$ cat config.mk
export PLATFORM = sky130hd
export DESIGN_NAME = opm_port
export DESIGN_NICKNAME = d
export VERILOG_FILES = /design/src/rtl/opm_pkg.sv /design/src/rtl/opm_carrier_if.sv /design/src/rtl/opm_port.sv /design/src/rtl/opm_sync.sv /design/src/rtl/opm_carrier.sv
export SDC_FILE = /design/constraint.sdc
export NUM_CORES = 1
export LEC_CHECK = 0
export ABC_CLOCK_PERIOD_IN_PS = 2100
export BUFFER_PORTS_ARGS = -buffer_cell sky130_fd_sc_hd__buf_2
export CAP_MARGIN = 30
export CORE_MARGIN = 2
export CORE_UTILIZATION = 50
export CTS_BUF_LIST = sky130_fd_sc_hd__clkbuf_16
export DETAILED_ROUTE_END_ITERATION = 7
export PLACE_DENSITY = 0.79
export SYNTH_ARGS = -nofsm -noshare
export SYNTH_HDL_FRONTEND = slang
export SYNTH_SLANG_ARGS = --single-unit
$ cat constraint.sdc
create_clock -name clk -period 2.1 [get_ports clk]
set_input_delay 0.21 -clock clk [delete_from_list [all_inputs] [get_ports clk]]
set_output_delay 0.21 -clock clk [all_outputs]
set_load 0.05 [all_outputs]
$ cat src/rtl/opm_pkg.sv
package opm_pkg;

  ////////////////////////////////////////////////////////////////////////////
  // register bus
  localparam int unsigned ADDR_W = 16;
  localparam int unsigned DATA_W = 8;

  localparam logic [15:0] OPM_TX_CFG_ADDR    = 16'h2456;
  localparam logic [15:0] OPM_RX_CFG_ADDR    = 16'h2457;
  localparam logic [15:0] OPM_PULSE_CFG_ADDR = 16'h210c;
  localparam logic [15:0] OPM_SEG_MAP_ADDR   = 16'h2460;
  localparam logic [15:0] OPM_STATUS_ADDR    = 16'h2461;

  ////////////////////////////////////////////////////////////////////////////
  // field positions
  localparam int unsigned TX_INV_BIT     = 0;
  localparam int unsigned TX_MOD_BIT     = 1;
  localparam int unsigned TX_ROUTE_LSB   = 2;
  localparam int unsigned RX_BB_BIT      = 0;
  localparam int unsigned RX_INV_BIT     = 1;
  localparam int unsigned RX_DIS_BIT     = 2;
  localparam int unsigned RX_DUTY_LSB    = 4;
  localparam int unsigned PLS_POL_BIT    = 0;
  localparam int unsigned SEG_TX_BIT     = 0;
  localparam int unsigned SEG_RX_BIT     = 1;
  localparam int unsigned ST_RX_PIN_BIT  = 0;
  localparam int unsigned ST_TX_PIN_BIT  = 1;
  localparam int unsigned ST_CARRIER_BIT = 2;

  // writable bits; the rest read as zero
  localparam logic [7:0] TX_CFG_MASK    = 8'h0f;
  localparam logic [7:0] RX_CFG_MASK    = 8'h37;
  localparam logic [7:0] PULSE_CFG_MASK = 8'h01;
  localparam logic [7:0] SEG_MAP_MASK   = 8'h03;

  ////////////////////////////////////////////////////////////////////////////
  // reset values
  localparam logic [7:0] TX_CFG_RST    = 8'h00;
  localparam logic [7:0] RX_CFG_RST    = 8'h00;
  localparam logic [7:0] PULSE_CFG_RST = 8'h00;
  localparam logic [7:0] SEG_MAP_RST   = 8'h00;

  ////////////////////////////////////////////////////////////////////////////
  // carrier timing; period must be exactly 16 cycles, a power of two that fills the 4-bit counter
  localparam int unsigned CLK_PERIOD_NS      = 10;
  localparam int unsigned CARRIER_PERIOD_NS  = 160;
  localparam int unsigned CARRIER_PERIOD_CYC = CARRIER_PERIOD_NS / CLK_PERIOD_NS;
  localparam int unsigned CARRIER_CNT_W      = 4;

  ////////////////////////////////////////////////////////////////////////////
  // modes
  typedef enum logic [1:0] {
    OPM_ROUTE_GPIO  = 2'b00,
    OPM_ROUTE_UART  = 2'b01,
    OPM_ROUTE_REAL  = 2'b10,
    OPM_ROUTE_VOLT  = 2'b11
  } opm_route_t;

  typedef enum logic [1:0] {
    OPM_RX_UART     = 2'b00,
    OPM_RX_GPIO     = 2'b01,
    OPM_RX_SEGMENT  = 2'b10,
    OPM_RX_BITBANG  = 2'b11
  } opm_rx_mode_t;

endpackage

$ cat src/rtl/opm_carrier_if.sv
`timescale 1ns/1ps
interface opm_carrier_if;
  logic [1:0] duty_sel;
  logic       carrier;

  modport gen  (input  duty_sel, output carrier);
  modport user (output duty_sel, input  carrier);
endinterface

$ cat src/rtl/opm_port.sv
// Notes on behaviour
// RULE1: with bit-bang selected the receive input is only a sampled gpio that also feeds the third software uart.
// RULE2: duty select 00/01/10/11 makes the carrier low for 1/2, 1/4, 1/8, 1/16 of its period.
// RULE3: receive pin is uart input when disable and segment map are 0, gpio when only disable is 1, else segment.
// RULE4: receive inversion acts on the uart input only, never on the gpio value.
// RULE5: without segment map the transmit select routes gpio, uart, real-energy pulse or voltage pulse; with it, segment.
// RULE6: transmit inversion is applied before the modulation stage.
// RULE7: with modulation on, the inverted transmit signal is replaced by the carrier wherever it is zero.
// RULE8: energy pulses on the transmit pin are active low unless pulse polarity control is set.
// RULE9: the carrier comes from the system clock through a divider whose period is a parameter.
//
// Local design decision: strobed register access.
`timescale 1ns/1ps
module opm_port
  import opm_pkg::*;
(
  // clock and reset
  input  wire logic              clk,
  input  wire logic              resetn,
  // register port
  input  wire logic [ADDR_W-1:0] reg_addr,
  input  wire logic [DATA_W-1:0] reg_wdata,
  input  wire logic              reg_write,
  input  wire logic              reg_read,
  output logic      [DATA_W-1:0] reg_rdata,
  // transmit sources
  input  wire logic              uart_txd,
  input  wire logic              real_energy_pulse,
  input  wire logic              voltage_pulse,
  input  wire logic              transmit_pin_gpio_out,
  input  wire logic              transmit_pin_gpio_oe,
  input  wire logic              transmit_pin_segment,
  // transmit pin
  output logic                   optical_transmit_pin_out,
  output logic                   optical_transmit_pin_oe,
  // receive pin
  input  wire logic              optical_receive_pin_in,
  output logic                   optical_receive_pin_out,
  output logic                   optical_receive_pin_oe,
  // receive users
  input  wire logic              receive_pin_gpio_out,
  input  wire logic              receive_pin_gpio_oe,
  input  wire logic              receive_pin_segment,
  output logic                   receive_pin_gpio_in,
  output logic                   uart_rxd,
  output logic                   third_uart_gpio_in
);

  ////////////////////////////////////////////////////////////////////////////
  // register file
  logic [7:0] tx_cfg_reg;
  logic [7:0] rx_cfg_reg;
  logic [7:0] pulse_cfg_reg;
  logic [7:0] seg_map_reg;
  logic [7:0] rdata_reg;
  logic [7:0] rd_mux;
  logic [7:0] status_word;

  logic       sel_tx_cfg;
  logic       sel_rx_cfg;
  logic       sel_pulse_cfg;
  logic       sel_seg_map;
  logic       sel_status;

  assign sel_tx_cfg    = (reg_addr == OPM_TX_CFG_ADDR);
  assign sel_rx_cfg    = (reg_addr == OPM_RX_CFG_ADDR);
  assign sel_pulse_cfg = (reg_addr == OPM_PULSE_CFG_ADDR);
  assign sel_seg_map   = (reg_addr == OPM_SEG_MAP_ADDR);
  assign sel_status    = (reg_addr == OPM_STATUS_ADDR);

  always_ff @(posedge clk or negedge resetn) begin
    if (!resetn) begin
      tx_cfg_reg    <= TX_CFG_RST;
      rx_cfg_reg    <= RX_CFG_RST;
      pulse_cfg_reg <= PULSE_CFG_RST;
      seg_map_reg   <= SEG_MAP_RST;
    end else if (reg_write) begin
      if (sel_tx_cfg) begin
        tx_cfg_reg <= reg_wdata & TX_CFG_MASK;
      end
      if (sel_rx_cfg) begin
        rx_cfg_reg <= reg_wdata & RX_CFG_MASK;
      end
      if (sel_pulse_cfg) begin
        pulse_cfg_reg <= reg_wdata & PULSE_CFG_MASK;
      end
      if (sel_seg_map) begin
        seg_map_reg <= reg_wdata & SEG_MAP_MASK;
      end
    end
  end

  // unmapped addresses read as zero; data stands one cycle only
  assign rd_mux = sel_tx_cfg    ? tx_cfg_reg    :
                  sel_rx_cfg    ? rx_cfg_reg    :
                  sel_pulse_cfg ? pulse_cfg_reg :
                  sel_seg_map   ? seg_map_reg   :
                  sel_status    ? status_word   : 8'h00;

  always_ff @(posedge clk or negedge resetn) begin
    if (!resetn) begin
      rdata_reg <= 8'h00;
    end else begin
      rdata_reg <= reg_read ? rd_mux : 8'h00;
    end
  end

  assign reg_rdata = rdata_reg;

  ////////////////////////////////////////////////////////////////////////////
  // fields
  logic       tx_inv;
  logic       tx_mod;
  logic [1:0] tx_route;
  logic       rx_bb;
  logic       rx_inv;
  logic       rx_dis;
  logic [1:0] duty_sel;
  logic       pls_pol;
  logic       seg_tx;
  logic       seg_rx;

  assign tx_inv   = tx_cfg_reg[TX_INV_BIT];
  assign tx_mod   = tx_cfg_reg[TX_MOD_BIT];
  assign tx_route = tx_cfg_reg[TX_ROUTE_LSB +: 2];
  assign rx_bb    = rx_cfg_reg[RX_BB_BIT];
  assign rx_inv   = rx_cfg_reg[RX_INV_BIT];
  assign rx_dis   = rx_cfg_reg[RX_DIS_BIT];
  assign duty_sel = rx_cfg_reg[RX_DUTY_LSB +: 2];
  assign pls_pol  = pulse_cfg_reg[PLS_POL_BIT];
  assign seg_tx   = seg_map_reg[SEG_TX_BIT];
  assign seg_rx   = seg_map_reg[SEG_RX_BIT];

  ////////////////////////////////////////////////////////////////////////////
  // carrier and receive synchroniser
  opm_carrier_if cif ();

  assign cif.duty_sel = duty_sel;

  opm_carrier u_carrier (
    .clk    (clk),
    .resetn (resetn),
    .cif    (cif)
  );

  logic rx_sync;

  // comparator output is asynchronous to clk
  opm_sync u_rx_sync (
    .clk      (clk),
    .resetn   (resetn),
    .async_in (optical_receive_pin_in),
    .sync_out (rx_sync)
  );

  ////////////////////////////////////////////////////////////////////////////
  // transmit path
  logic tx_uart_inv;
  logic tx_uart_mod;
  logic real_pol;
  logic volt_pol;
  logic tx_out_next;
  logic tx_oe_next;
  logic tx_out_reg;
  logic tx_oe_reg;

  assign tx_uart_inv = uart_txd ^ tx_inv; // [RULE6]
  // carrier only fills the zero intervals; ones pass through
  assign tx_uart_mod = tx_mod ? (tx_uart_inv | cif.carrier) : tx_uart_inv; // [RULE7]
  // pulses arrive active high and leave active low by default
  assign real_pol    = pls_pol ? real_energy_pulse : ~real_energy_pulse; // [RULE8]
  assign volt_pol    = pls_pol ? voltage_pulse : ~voltage_pulse; // [RULE8]

  assign tx_out_next = seg_tx                      ? transmit_pin_segment  : // [RULE5]
                       (tx_route == OPM_ROUTE_GPIO) ? transmit_pin_gpio_out :
                       (tx_route == OPM_ROUTE_UART) ? tx_uart_mod           :
                       (tx_route == OPM_ROUTE_REAL) ? real_pol              : volt_pol;
  assign tx_oe_next  = seg_tx || (tx_route != OPM_ROUTE_GPIO) || transmit_pin_gpio_oe; // [RULE5]

  // one register stage keeps the pin free of decode glitches
  always_ff @(posedge clk or negedge resetn) begin
    if (!resetn) begin
      tx_out_reg <= 1'b0;
      tx_oe_reg  <= 1'b0;
    end else begin
      tx_out_reg <= tx_out_next;
      tx_oe_reg  <= tx_oe_next;
    end
  end

  assign optical_transmit_pin_out = tx_out_reg;
  assign optical_transmit_pin_oe  = tx_oe_reg;

  ////////////////////////////////////////////////////////////////////////////
  // receive path
  opm_rx_mode_t rx_mode;
  logic         rx_out_next;
  logic         rx_oe_next;
  logic         rx_out_reg;
  logic         rx_oe_reg;
  logic         uart_rxd_reg;
  logic         third_rx_reg;

  assign rx_mode = seg_rx ? OPM_RX_SEGMENT : // [RULE3]
                   rx_dis ? OPM_RX_GPIO    :
                   rx_bb  ? OPM_RX_BITBANG : OPM_RX_UART; // [RULE1]

  always_comb begin
    rx_out_next = 1'b0;
    rx_oe_next  = 1'b0;
    case (rx_mode)
      OPM_RX_SEGMENT: begin
        rx_out_next = receive_pin_segment;
        rx_oe_next  = 1'b1;
      end
      OPM_RX_GPIO: begin
        rx_out_next = receive_pin_gpio_out;
        rx_oe_next  = receive_pin_gpio_oe;
      end
      default: begin
        rx_out_next = 1'b0;
        rx_oe_next  = 1'b0;
      end
    endcase
  end

  // uart sees idle high whenever the pin is not its input
  always_ff @(posedge clk or negedge resetn) begin
    if (!resetn) begin
      rx_out_reg   <= 1'b0;
      rx_oe_reg    <= 1'b0;
      uart_rxd_reg <= 1'b1;
      third_rx_reg <= 1'b1;
    end else begin
      rx_out_reg   <= rx_out_next; // [RULE3]
      rx_oe_reg    <= rx_oe_next;
      uart_rxd_reg <= (rx_mode == OPM_RX_UART) ? (rx_sync ^ rx_inv) : 1'b1; // [RULE4]
      third_rx_reg <= (rx_mode == OPM_RX_BITBANG) ? rx_sync : 1'b1; // [RULE1]
    end
  end

  assign optical_receive_pin_out = rx_out_reg;
  assign optical_receive_pin_oe  = rx_oe_reg;
  assign uart_rxd                = uart_rxd_reg;
  assign third_uart_gpio_in      = third_rx_reg;
  // gpio view never sees the uart inversion
  assign receive_pin_gpio_in     = rx_sync; // [RULE4]

  assign status_word = {5'h00, cif.carrier, tx_out_reg, rx_sync};

  ////////////////////////////////////////////////////////////////////////////
  // checks
  chk_bitbang_rx_path: assert property ( // [RULE1]
    @(posedge clk) disable iff (!resetn)
    $past(rx_bb && !rx_dis && !seg_rx) |->
      uart_rxd && (third_uart_gpio_in == $past(rx_sync)) && !optical_receive_pin_oe)
    else $error("bit-bang mode did not hand the receive input to gpio");

  chk_rx_segment_drive: assert property ( // [RULE3]
    @(posedge clk) disable iff (!resetn)
    $past(seg_rx) |->
      optical_receive_pin_oe && (optical_receive_pin_out == $past(receive_pin_segment)) && uart_rxd)
    else $error("receive pin not driven as segment");

  chk_rx_uart_release: assert property ( // [RULE3]
    @(posedge clk) disable iff (!resetn)
    $past(!seg_rx && !rx_dis) |-> !optical_receive_pin_oe)
    else $error("receive pin driven while used as input");

  chk_rx_invert_uart: assert property ( // [RULE4]
    @(posedge clk) disable iff (!resetn)
    $past(resetn) && $past(!seg_rx && !rx_dis && !rx_bb) |-> (uart_rxd == ($past(rx_sync) ^ $past(rx_inv))))
    else $error("uart receive value does not follow inversion setting");

  chk_tx_pulse_route: assert property ( // [RULE5]
    @(posedge clk) disable iff (!resetn)
    !seg_tx && tx_route[1] |=>
      optical_transmit_pin_oe &&
      (optical_transmit_pin_out == ($past(tx_route[0]) ? !$past(voltage_pulse) ^ $past(pls_pol)
                                                       : !$past(real_energy_pulse) ^ $past(pls_pol))))
    else $error("transmit pin does not carry the selected pulse");

  chk_tx_segment_route: assert property ( // [RULE5]
    @(posedge clk) disable iff (!resetn)
    seg_tx |=> optical_transmit_pin_oe && (optical_transmit_pin_out == $past(transmit_pin_segment)))
    else $error("transmit pin not driven as segment");

  chk_tx_invert_plain: assert property ( // [RULE6]
    @(posedge clk) disable iff (!resetn)
    !seg_tx && (tx_route == OPM_ROUTE_UART) && !tx_mod |=>
      optical_transmit_pin_out == ($past(uart_txd) ^ $past(tx_inv)))
    else $error("unmodulated transmit does not follow inversion");

  chk_tx_modulate_gap: assert property ( // [RULE7]
    @(posedge clk) disable iff (!resetn)
    !seg_tx && (tx_route == OPM_ROUTE_UART) && tx_mod |=>
      optical_transmit_pin_out == (($past(uart_txd) ^ $past(tx_inv)) ? 1'b1 : $past(cif.carrier)))
    else $error("modulated transmit wrong in zero or one interval");

  chk_pulse_polarity_default: assert property ( // [RULE8]
    @(posedge clk) disable iff (!resetn)
    !seg_tx && (tx_route == OPM_ROUTE_REAL) && !pls_pol && !real_energy_pulse |=> optical_transmit_pin_out)
    else $error("idle energy pulse not high with default polarity");

  chk_read_latency: assert property (
    @(posedge clk) disable iff (!resetn)
    reg_read && sel_tx_cfg ##1 !reg_read |-> (reg_rdata == $past(tx_cfg_reg)) ##1 (reg_rdata == 8'h00))
    else $error("read data not in the single cycle after the strobe");

endmodule

$ cat src/rtl/opm_sync.sv
`timescale 1ns/1ps
module opm_sync (
  // clock and reset
  input  wire logic clk,
  input  wire logic resetn,
  // level crossing
  input  wire logic async_in,
  output logic      sync_out
);

  logic meta_reg;

  always_ff @(posedge clk or negedge resetn) begin
    if (!resetn) begin
      meta_reg <= 1'b0;
      sync_out <= 1'b0;
    end else begin
      meta_reg <= async_in;
      sync_out <= meta_reg;
    end
  end

endmodule

$ cat src/rtl/opm_carrier.sv
`timescale 1ns/1ps
module opm_carrier
  import opm_pkg::*;
#(
  parameter int unsigned PERIOD = CARRIER_PERIOD_CYC
) (
  // clock and reset
  input  wire logic  clk,
  input  wire logic  resetn,
  // duty select in, carrier out
  opm_carrier_if.gen cif
);

  localparam logic [CARRIER_CNT_W:0] PERIOD_W = (CARRIER_CNT_W + 1)'(PERIOD);

  logic [CARRIER_CNT_W-1:0] cnt_reg;
  logic [CARRIER_CNT_W-1:0] cnt_next;
  logic [CARRIER_CNT_W:0]   low_cnt;
  logic                     at_end;

  // low part first, then high for the rest of the period
  assign low_cnt     = PERIOD_W >> ({1'b0, cif.duty_sel} + 3'h1); // [RULE2]
  assign at_end      = ({1'b0, cnt_reg} == PERIOD_W - 1'b1);
  assign cnt_next    = at_end ? '0 : cnt_reg + 1'b1; // [RULE9]
  assign cif.carrier = ({1'b0, cnt_reg} >= low_cnt); // [RULE2]

  always_ff @(posedge clk or negedge resetn) begin
    if (!resetn) begin
      cnt_reg <= '0;
    end else begin
      cnt_reg <= cnt_next;
    end
  end

  ////////////////////////////////////////////////////////////////////////////
  // checks
  logic [CARRIER_CNT_W:0] low_run_reg;
  logic [1:0]             duty_prev_reg;
  logic                   dirty_reg;

  always_ff @(posedge clk or negedge resetn) begin
    if (!resetn) begin
      low_run_reg   <= '0;
      duty_prev_reg <= 2'h0;
      dirty_reg     <= 1'b0;
    end else begin
      low_run_reg   <= cif.carrier ? '0 : low_run_reg + 1'b1;
      duty_prev_reg <= cif.duty_sel;
      dirty_reg     <= cif.carrier ? 1'b0 : (dirty_reg | (cif.duty_sel != duty_prev_reg));
    end
  end

  chk_duty_low_run: assert property ( // [RULE2]
    @(posedge clk) disable iff (!resetn)
    $rose(cif.carrier) && !dirty_reg && $stable(cif.duty_sel) |->
      low_run_reg == (PERIOD_W >> ({1'b0, cif.duty_sel} + 3'h1)))
    else $error("carrier low time does not match duty select");

  chk_carrier_period_wrap: assert property ( // [RULE9]
    @(posedge clk) disable iff (!resetn)
    at_end |=> (cnt_reg == '0) ##1 (cnt_reg == 1))
    else $error("carrier divider does not wrap at its period");

endmodule

==> impl_results.md, run 1 <==
- Clk sinks: 30
- GP Congestion: 0.799
- Max reg flops: 6
- Layout cell share with drive strength beyond 1: 39.6%
- Final Routed Wirelength: 3250 µm
- Net switching power: 0.000287 W
- Residual DRC count: 0
- Worst-Margin Slew: 0.637 ns
- Diode count: 0
- Crit path arrival time: 2.02 ns
- Worst skew pair latency: 0.27 ns
- Final instance area: 2060 µm²
- FF+latch count, synth: 30
- Placed cell areas: 1920 µm²
- Ys async rst share: 100%
- H-tree depth: 2
- Largest cells by area after synthesis: dfrtp_1, ha_1, mux2_4, mux2_1, dfstp_2
- R2R cell count: 6
- Mean Syn Cell Area: 12.0 µm²
- LEAKAGE: 1.06 nW
- Vias in the first global route: 1269
- Die area: 3750 µm²
- Max incr delay on CP: 0.50 ns
- EDFF count, synth: 0
- Final setup skew: 0.00375 ns
- Final nets: 238
- CTS Buf Count: 5
- Initial Utilization: 53.2%
- CP required: 2.25 ns
- Share of the yosys chip area belonging to registers: 46.0%
- Status: finished, final reports clean
- Pint: 0.00105 W
- Die H: 61.2 µm
- Core box area: 3080 µm²
- Critical path's top delay family: compound AO/OA/AOI/OAI gates
- Logic pwr share: 8.2%
- CP Capture Type: register
- Max-slew headroom: 57.5%
- Dominant synthesized flop cell: dfrtp_1
- CTS tree: done
- Met1 usage: 23.5%
- Synth Instances: 137
- DIE WIDTH: 61.2 µm
- Setup TNS: 0 ns
- Via count: 1240
- Cell Area, Synth: 1640 µm²
- Hold Path Depth: 1
- Total congestion overflow: 0
- Post CTS Setup Buffer Count: 0
- Switching Share: 21.5%
- Final ANT Viol Nets: 0
- Register clock-pin slew on the reported worst setup and hold paths: 0.05 ns
- Initial antenna violation count: 0
- Slowest cell on crit path: a2111oi_0
- Stages on the worst setup path: 6
- Area leader, netlist: dfrtp_1
- CTS max path bufs: 2
- Synth cell count leaders: dfrtp_1, ha_1, nand2_1
- Fmax achieved: 535 MHz
- GR met2 Demand/Resource: 35.0%
- Fin. Hold Viols: 0
- Final setup fails: 0
- Clock Power Share: 47.9%
- Grt met3 use: 6.30%
- Final worst-path cycle share: 89.1%
- WS Path Type: reg -> reg
- CTS hold repair buffers: 1
- Initial DRC count: 31
- FP Rows: 20
- Post-detail-place hpwl: 2610 µm
- Max-Cap Viols: 0
- Tot GR Track Use: 20.5%
- IO Port Bufs: 48
- First-pass GRT wire length: 5440 µm
- Crit-path cells: and2_1 -> ha_1 -> nand2b_1 -> a2111oi_0 -> or4_1 -> a21oi_1
- HP Class: in -> reg
- DR pass1 iterations: 4
- PD cells: 649 nW/µm²
- Via/cell ratio: 5.25
- Final slew viol count: 0
- Post-cts resize count: 0
- CP bufs+invs: 0
- IO Count: 53
- Pwr Total: 0.00134 W
- Maximum vdd ir drop: 327 µV
- Area share of the largest cell type after synthesis: 42.8%
- Crit-path max FO: 6
- Root Driver: clkbuf_16
- Layout area overhead: 26.0%
- Yosys cell types: 44
- WL/cell: 13.8 µm
- Minimum clock period: 1.87 ns
- Most crowded layer after global routing: met2
- Most instantiated library cell after synthesis: dfrtp_1
- Synthesis Warnings: 0
- Sequential share of power: 44.0%
- RSZ-0062 raised after global routing: false
- Largest net degree at the start of global routing: 31
- CP startpoint kind: register
cell type report:
cell class,count,area [µm²]
fill,235,1010
timing repair buffer,49,250
clock inverter,3,11.3
clock buffer,5,125
sequential,30,753
tap,44,55.1
inverter,6,22.5
multi-input combinational,99,846
worst paths after layout:
check / start / to / slack, ns
max in group asynchronous: resetn / reg_rdata[5] / 1.18
worst min-delay path: optical_receive_pin_in / u_rx_sync.meta_reg / 0.05
worst max-delay path: rx_cfg_reg[4] / optical_transmit_pin_out / 0.23
worst max register to register: rx_cfg_reg[4] / optical_transmit_pin_out / 0.23
worst min register to register: u_rx_sync.meta_reg / u_rx_sync.sync_out / 0.35
min in group asynchronous: resetn / optical_receive_pin_out / 0.50
logic make-up (layout without fill, tap and decap cells):
group	after synthesis	count (layout)	synth area share [%]
AO/OA/AOI/OAI	17	17	6.49
buffers and inverters	9	63	2.60
other	1	2	0.229
flip-flops	30	30	46.0
AND/OR/NAND/NOR	50	50	22.8
XOR/XNOR	4	4	2.14
adder cells (fa/ha/maj)	9	9	6.88
multiplexers	17	17	12.8
worst register-to-register path, stage by stage, from the launching register on:
cell       delay [ns]
dfrtp_1          0.42
and2_1           0.16
ha_1             0.27
nand2b_1         0.14
a2111oi_0        0.50
or4_1            0.20
a21oi_1          0.06
power by group through the flow:
stage	clock (W)	combinational, W	sequential [W]
2_1_floorplan	0	0.0000386	0.000611
3_3_place_gp	0	0.000106	0.000597
3_5_place_dp	0	0.000110	0.000597
4_1_cts	0.000653	0.000111	0.000588
5_1_grt	0.000682	0.000120	0.000588
6_report	0.000641	0.000109	0.000588
through the flow:
step                setup slack (ns)  hold WS [ns]  cells  utilization (%)
finish                         0.229        0.0450    236             67.0
global placement               0.260         0.260    227             62.3
global route                  0.0742        0.0404    236             67.0
CTS                            0.185        0.0392    236             67.0
floorplan                      0.411       -0.0856    138                -
detailed placement             0.192         0.270    227             62.3
layout by cell type, fill, tap and decap left out, types with 5 or more instances in the layout:
cell type  count
inv_1          9
a21oi_1        6
dfrtp_1       28
mux2_1         6
buf_2         48
mux2_4         6
nand2b_1       6
nor2_1         6
nand2_1        9
clkbuf_16      5
ha_1           9
per-layer routing:
| layer | share of wire, % | vias to the layer above | wire length (µm) |
|---|---|---|---|
| met2 | 49 | 51 | 1590 |
| met4 | 1.8 | 0 | 59 |
| met3 | 6.7 | 5 | 218 |
| li1 | - | 593 | - |
| met1 | 42 | 591 | 1380 |
| met5 | 0 | - | 0 |
Note: power is estimated with default switching activity, not from simulation.
==> run 2: changes to the inputs <==
ABC_AREA = 1   (was not set)
CORE_UTILIZATION = 51   (was 50)
==> impl_results.md, run 2 <==
- Mean Syn Cell Area: 8.25 µm²
- GP Congestion: 0.774
- CP required: 2.26 ns
- Worst-Margin Slew: 0.654 ns
- Dominant synthesized flop cell: dfrtp_1
- FP Rows: 21
- WL/cell: 11.2 µm
- Diode count: 0
- CP Capture Type: register
- Register clock-pin slew on the reported worst setup and hold paths: 0.05 ns
- Area share of the largest cell type after synthesis: 40.5%
- Maximum vdd ir drop: 364 µV
- Layout cell share with drive strength beyond 1: 30.1%
- CP bufs+invs: 1
- R2R cell count: 11
- Final nets: 312
- Fill count: 300
- Via count: 1467
- Max-slew headroom: 56.4%
- Tot GR Track Use: 20.2%
- Vias in the first global route: 1421
- CTS max path bufs: 2
- WS Path Type: reg -> reg
- Root Driver: clkbuf_16
- Final worst-path cycle share: 76.7%
- Synthesis Warnings: 0
- R2r setup slk: 0.49 ns
- Largest net degree at the start of global routing: 31
- EDFF count, synth: 0
- Most frequent cells in the layout: buf_2, nand2_1, inv_1
- Largest cells by area after synthesis: dfrtp_1, nand2_1, ha_1, inv_1, nor2_1
- Share of the yosys chip area belonging to registers: 43.5%
- Total congestion overflow: 0
- DIE WIDTH: 62.3 µm
- Hold_sp: optical_receive_pin_in
- First-pass GRT wire length: 6040 µm
- Setup TNS: 0 ns
- Area leader, netlist: dfrtp_1
- Hold Crit Endpoint: u_rx_sync.meta_reg
- Crit-path most repeated cell: nand2_1
- RSZ-0062 raised after global routing: false
- Final slew viol count: 0
- Cell Area, Synth: 1730 µm²
- PD cells: 623 nW/µm²
- FF-to-FF Start: rx_cfg_reg[5]
- IO Count: 53
- Clk sinks: 30
- Die area: 3880 µm²
- Crit path arrival time: 1.77 ns
- Initial DRC count: 91
- LEAKAGE: 1.19 nW
- Post-detail-place hpwl: 2670 µm
- Worst skew pair latency: 0.28 ns
- Final setup skew: 0.00709 ns
- Crit-path cells: inv_1 -> nand2_1 -> ha_1 -> nand2_1 -> nand2_1 -> nand2_1 -> nand2_1 -> o21ai_0 -> nand2_1 -> nand2_1 -> a21oi_1
- H-tree depth: 2
- Synth Instances: 210
- Hold Path Depth: 1
- CTS Buf Count: 5
- Final ANT Viol Nets: 0
- Max-Cap Viols: 0
- Synth cell count leaders: nand2_1, inv_1, dfrtp_1, nor2_1, nand3_1
- Critical path's top delay family: simple AND/OR/NAND/NOR gates
- Via/cell ratio: 4.70
- Max incr delay on CP: 0.39 ns
- Yosys cell types: 29
- HP Class: in -> reg
- Non-Filler Instances: 312
- Reg-to-reg endpoint: optical_transmit_pin_out
- Most instantiated library cell after synthesis: nand2_1
- Final Routed Wirelength: 3490 µm
- Max reg flops: 6
- Initial Utilization: 52.3%
- Fmax achieved: 621 MHz
- Fin. Hold Viols: 0
- Layout area overhead: 25.1%
- Die H: 62.3 µm
- CTS tree: done
- IO Port Bufs: 48
- Placed cell count: 303
- Slowest cell on crit path: dfrtp_1
- Pwr Total: 0.00135 W
- Initial antenna violation count: 0
- FF+latch count, synth: 30
- Ys async rst share: 100%
- Core box area: 3310 µm²
- Most common cell after layout, fill and taps aside: buf_2
- Status: finished, final reports clean
- Residual DRC count: 0
- Final setup fails: 0
- Minimum clock period: 1.61 ns
- Crit-path max FO: 4
- CP startpoint kind: register
- DR pass1 iterations: 4
## run 2: changes by cell type in the layout (fill, tap and decap cells not counted), moves of 4 or more
cell      before  now
a21oi_1        6   10
inv_1          9   31
mux2_1         6    0
mux2_4         6    0
nand2_1        9   47
nand2b_1       6    0
nand3_1        2   16
nor2_1         6   23
nor2_2         1    6
o21ai_2        0    6
## run 2: cell type report
cell class	instances	area, µm²	share of cell area (%)
clock buffers	5	125	5.78
clock inverters	3	12.5	0.578
well taps	46	57.6	2.66
multi-input cells	147	837	38.6
inverters	32	130	6.01
flip-flops and latches	30	753	34.8
repair buffers	49	250	11.6
## run 2: metal layers
metal / wire, µm / up-vias / global-route usage, %
li1: - / 764 / -
met1: 1520 / 651 / 23.8
met2: 1720 / 48 / 33.6
met3: 214 / 4 / 6.52
met4: 36 / 0 / 9.17
met5: 0 / - / 0
## run 2: worst register-to-register path, delay by kind of cell, from the launching register on
| family | cells | cell delay (ns) |
|---|---|---|
| simple gates | 7 | 0.48 |
| compound gates | 2 | 0.21 |
| buf+inv | 1 | 0.13 |
| fa+ha+maj | 1 | 0.29 |
| flops | 1 | 0.39 |
## run 2: where the power goes
group | switching [W] | internal, W | total (W)
combinational | 0.0000682 | 0.0000372 | 0.000105
sequential | 0.00000273 | 0.000584 | 0.000587
clock | 0.000230 | 0.000426 | 0.000656
## run 2: worst max path at each step
stage / from / slack, ns / end / cells after the start
final: rx_cfg_reg[5] / 0.49 / optical_transmit_pin_out / 11
after detailed placement: rx_cfg_reg[5] / 0.51 / optical_transmit_pin_out / 11
after global placement: rx_cfg_reg[5] / 0.57 / optical_transmit_pin_out / 11
after global routing: rx_cfg_reg[5] / 0.32 / optical_transmit_pin_out / 9
after CTS: rx_cfg_reg[5] / 0.50 / optical_transmit_pin_out / 11
after floorplan: rx_cfg_reg[5] / 0.69 / optical_transmit_pin_out / 11
## run 2: kinds of logic after synthesis
kind of cell | synth area share [%]
simple gates | 29.6
fa+ha+maj | 6.50
flops | 43.5
compound gates | 10.8
buf+inv | 8.38
xor+xnor | 1.01
other cells | 0.217
## run 2: timing repair
action                                 4_1_cts  5_1_grt
buffers inserted                             0        0
endpoints found under the hold margin       28        0
hold buffers                                 1        0
resized for setup                            0        0
## run 2: metrics by stage
| step | cell area [µm²] | utilization, % | hold WS, ns | worst slack (ns) |
|---|---|---|---|---|
| after global routing | 2170 | 65.4 | 0.0365 | 0.319 |
| after detailed placement | 2020 | 61.0 | 0.274 | 0.514 |
| after floorplan | 1740 | - | -0.0856 | 0.693 |
| after global placement | 2020 | 61.0 | 0.268 | 0.569 |
| after CTS | 2170 | 65.4 | 0.0335 | 0.502 |
| final | 2170 | 65.4 | 0.0414 | 0.489 |
==> run 3: changes to the inputs <==
ABC_CLOCK_PERIOD_IN_PS = 1300   (was 2100)
CORE_UTILIZATION = 46   (was 51)
PLACE_DENSITY = 0.76   (was 0.79)
clock period = 1.3 ns   (was 2.1 ns; I/O delays follow)
==> impl_results.md, run 3 (synthesis results as in run 2) <==
- CTS max path bufs: 2
- Final setup fails: 2
- Diode count: 0
- CP Capture Type: register
- Register clock-pin slew on the reported worst setup and hold paths: 0.05 ns
- Layout cell share with drive strength beyond 1: 42.3%
- Post-detail-place hpwl: 2800 µm
- GP Congestion: 0.838
- Max-slew headroom: 56.8%
- Max-Cap Viols: 0
- Final ANT Viol Nets: 0
- Layout area overhead: 39.4%
- PD cells: 901 nW/µm²
- Clk sinks: 30
- Die H: 65.4 µm
- Final nets: 330
- HP Class: in -> reg
- IO Port Bufs: 48
- Maximum vdd ir drop: 747 µV
- Largest net degree at the start of global routing: 31
- Minimum clock period: 1.51 ns
- Most frequent cells in the layout: buf_2, nand2_1, dfrtp_1
- FF+latch area: 753 µm²
- Initial DRC count: 58
- Fin. Hold Viols: 0
- CP startpoint kind: register
- Initial Utilization: 47.7%
- Max reg flops: 6
- Final Core Density: 66.4%
- WS Path Type: reg -> reg
- Initial antenna violation count: 0
- Critical path's top delay family: flip-flops
- Final setup skew: 0.00643 ns
- First-pass GRT wire length: 6220 µm
- Total congestion overflow: 0
- Die area: 4270 µm²
- Vias in the first global route: 1501
- Crit-path most repeated cell: nand2_1
- RSZ-0062 raised after global routing: true
- Final Routed Wirelength: 3880 µm
- CTS tree: done
- Via count: 1594
- FP Rows: 22
- Root Driver: clkbuf_16
- Status: complete, but fails checks
- Slowest cell on crit path: dfrtp_1
- CP required: 1.49 ns
- CP bufs+invs: 1
- IO Count: 53
- Fmax achieved: 661 MHz
- Tot GR Track Use: 19.4%
- Worst skew pair latency: 0.28 ns
- H-tree depth: 2
- R2r setup slk: -0.21 ns
- Residual DRC count: 0
- Core box area: 3630 µm²
- Final worst slack: -0.214 ns
- LEAKAGE: 1.30 nW
- Crit-path cells: inv_2 -> nand2_2 -> ha_4 -> nand3_2 -> a21oi_2 -> o21ai_2 -> nand2_1 -> nand2_1 -> a21oi_1
- Max incr delay on CP: 0.41 ns
- DIE WIDTH: 65.4 µm
- Fill count: 310
- Most common cell after layout, fill and taps aside: buf_2
- Non-Filler Instances: 332
- WL/cell: 11.7 µm
- Setup TNS: -0.356 ns
- Multi-input gate area: 940 µm²
- Placed cell count: 314
- CTS Buf Count: 5
- Violated checks: setup timing
- DR pass1 iterations: 4
- Final worst-path cycle share: 116%
- Via/cell ratio: 4.80
- Worst-Margin Slew: 0.648 ns
- Crit-path max FO: 3
- Final slew viol count: 0
- Crit path arrival time: 1.71 ns
-- run 3: layer usage --
metal	up-vias	track usage (%)	wire (µm)
met4	0	9.64	139
met2	37	32.9	2000
met3	11	5.14	162
met1	741	22.6	1580
li1	805	-	-
met5	-	0	0
-- run 3: stage by stage --
step | cell area [µm²] | setup WS [ns] | power, W | hold slack [ns]
floorplan | 1740 | -0.0512 | 0.00104 | -0.166
global placement | 2090 | -0.110 | 0.00113 | 0.191
detailed placement | 2090 | -0.162 | 0.00113 | 0.199
finish | 2410 | -0.214 | 0.00217 | 0.0441
CTS | 2270 | -0.148 | 0.00220 | 0.0423
global route | 2410 | -0.281 | 0.00228 | 0.0559
-- run 3: report_power, final --
group	internal, W	switching, W	leakage (nW)
logic	0.0000622	0.000109	0.850
clock network	0.000690	0.000365	0.0748
registers	0.000944	0.00000409	0.375
total	0.00170	0.000479	1.30
-- run 3: worst reg2reg max path, cell delays in order (launching register included) --
cell and delay [ns]:
dfrtp_1 0.41, inv_2 0.10, nand2_2 0.08, ha_4 0.28, nand3_2 0.10, a21oi_2 0.16, o21ai_2 0.07, nand2_1 0.06
nand2_1 0.05, a21oi_1 0.14
-- run 3: final timing paths --
| kind | cells after the start | endpoint | startpoint |
|---|---|---|---|
| max | 9 | optical_transmit_pin_out | rx_cfg_reg[4] |
| min | 3 | optical_transmit_pin_oe | transmit_pin_gpio_oe |
| max reg2reg | 9 | optical_transmit_pin_out | rx_cfg_reg[4] |
| min reg2reg | 0 | u_rx_sync.sync_out | u_rx_sync.meta_reg |
| max in group asynchronous | 2 | pulse_cfg_reg[0] | resetn |
| min in group asynchronous | 2 | reg_rdata[3] | resetn |
-- run 3: final cells by class --
cell class	count	area share (%)
Multi-Input combinational cell	147	38.9
Sequential cell	30	31.2
Timing Repair Buffer	67	16.2
Inverter	32	5.39
Clock buffer	5	5.18
Tap cell	48	2.49
Clock inverter	3	0.570
-- run 3: repair_timing --
action                                  in CTS  in global routing
endpoints found under the hold margin       29                  0
resized for setup                            1                 22
hold buffers                                 2                  0
setup buffers                                2                  6
pin swaps                                    0                  7
endpoints found under the setup margin       2                  4
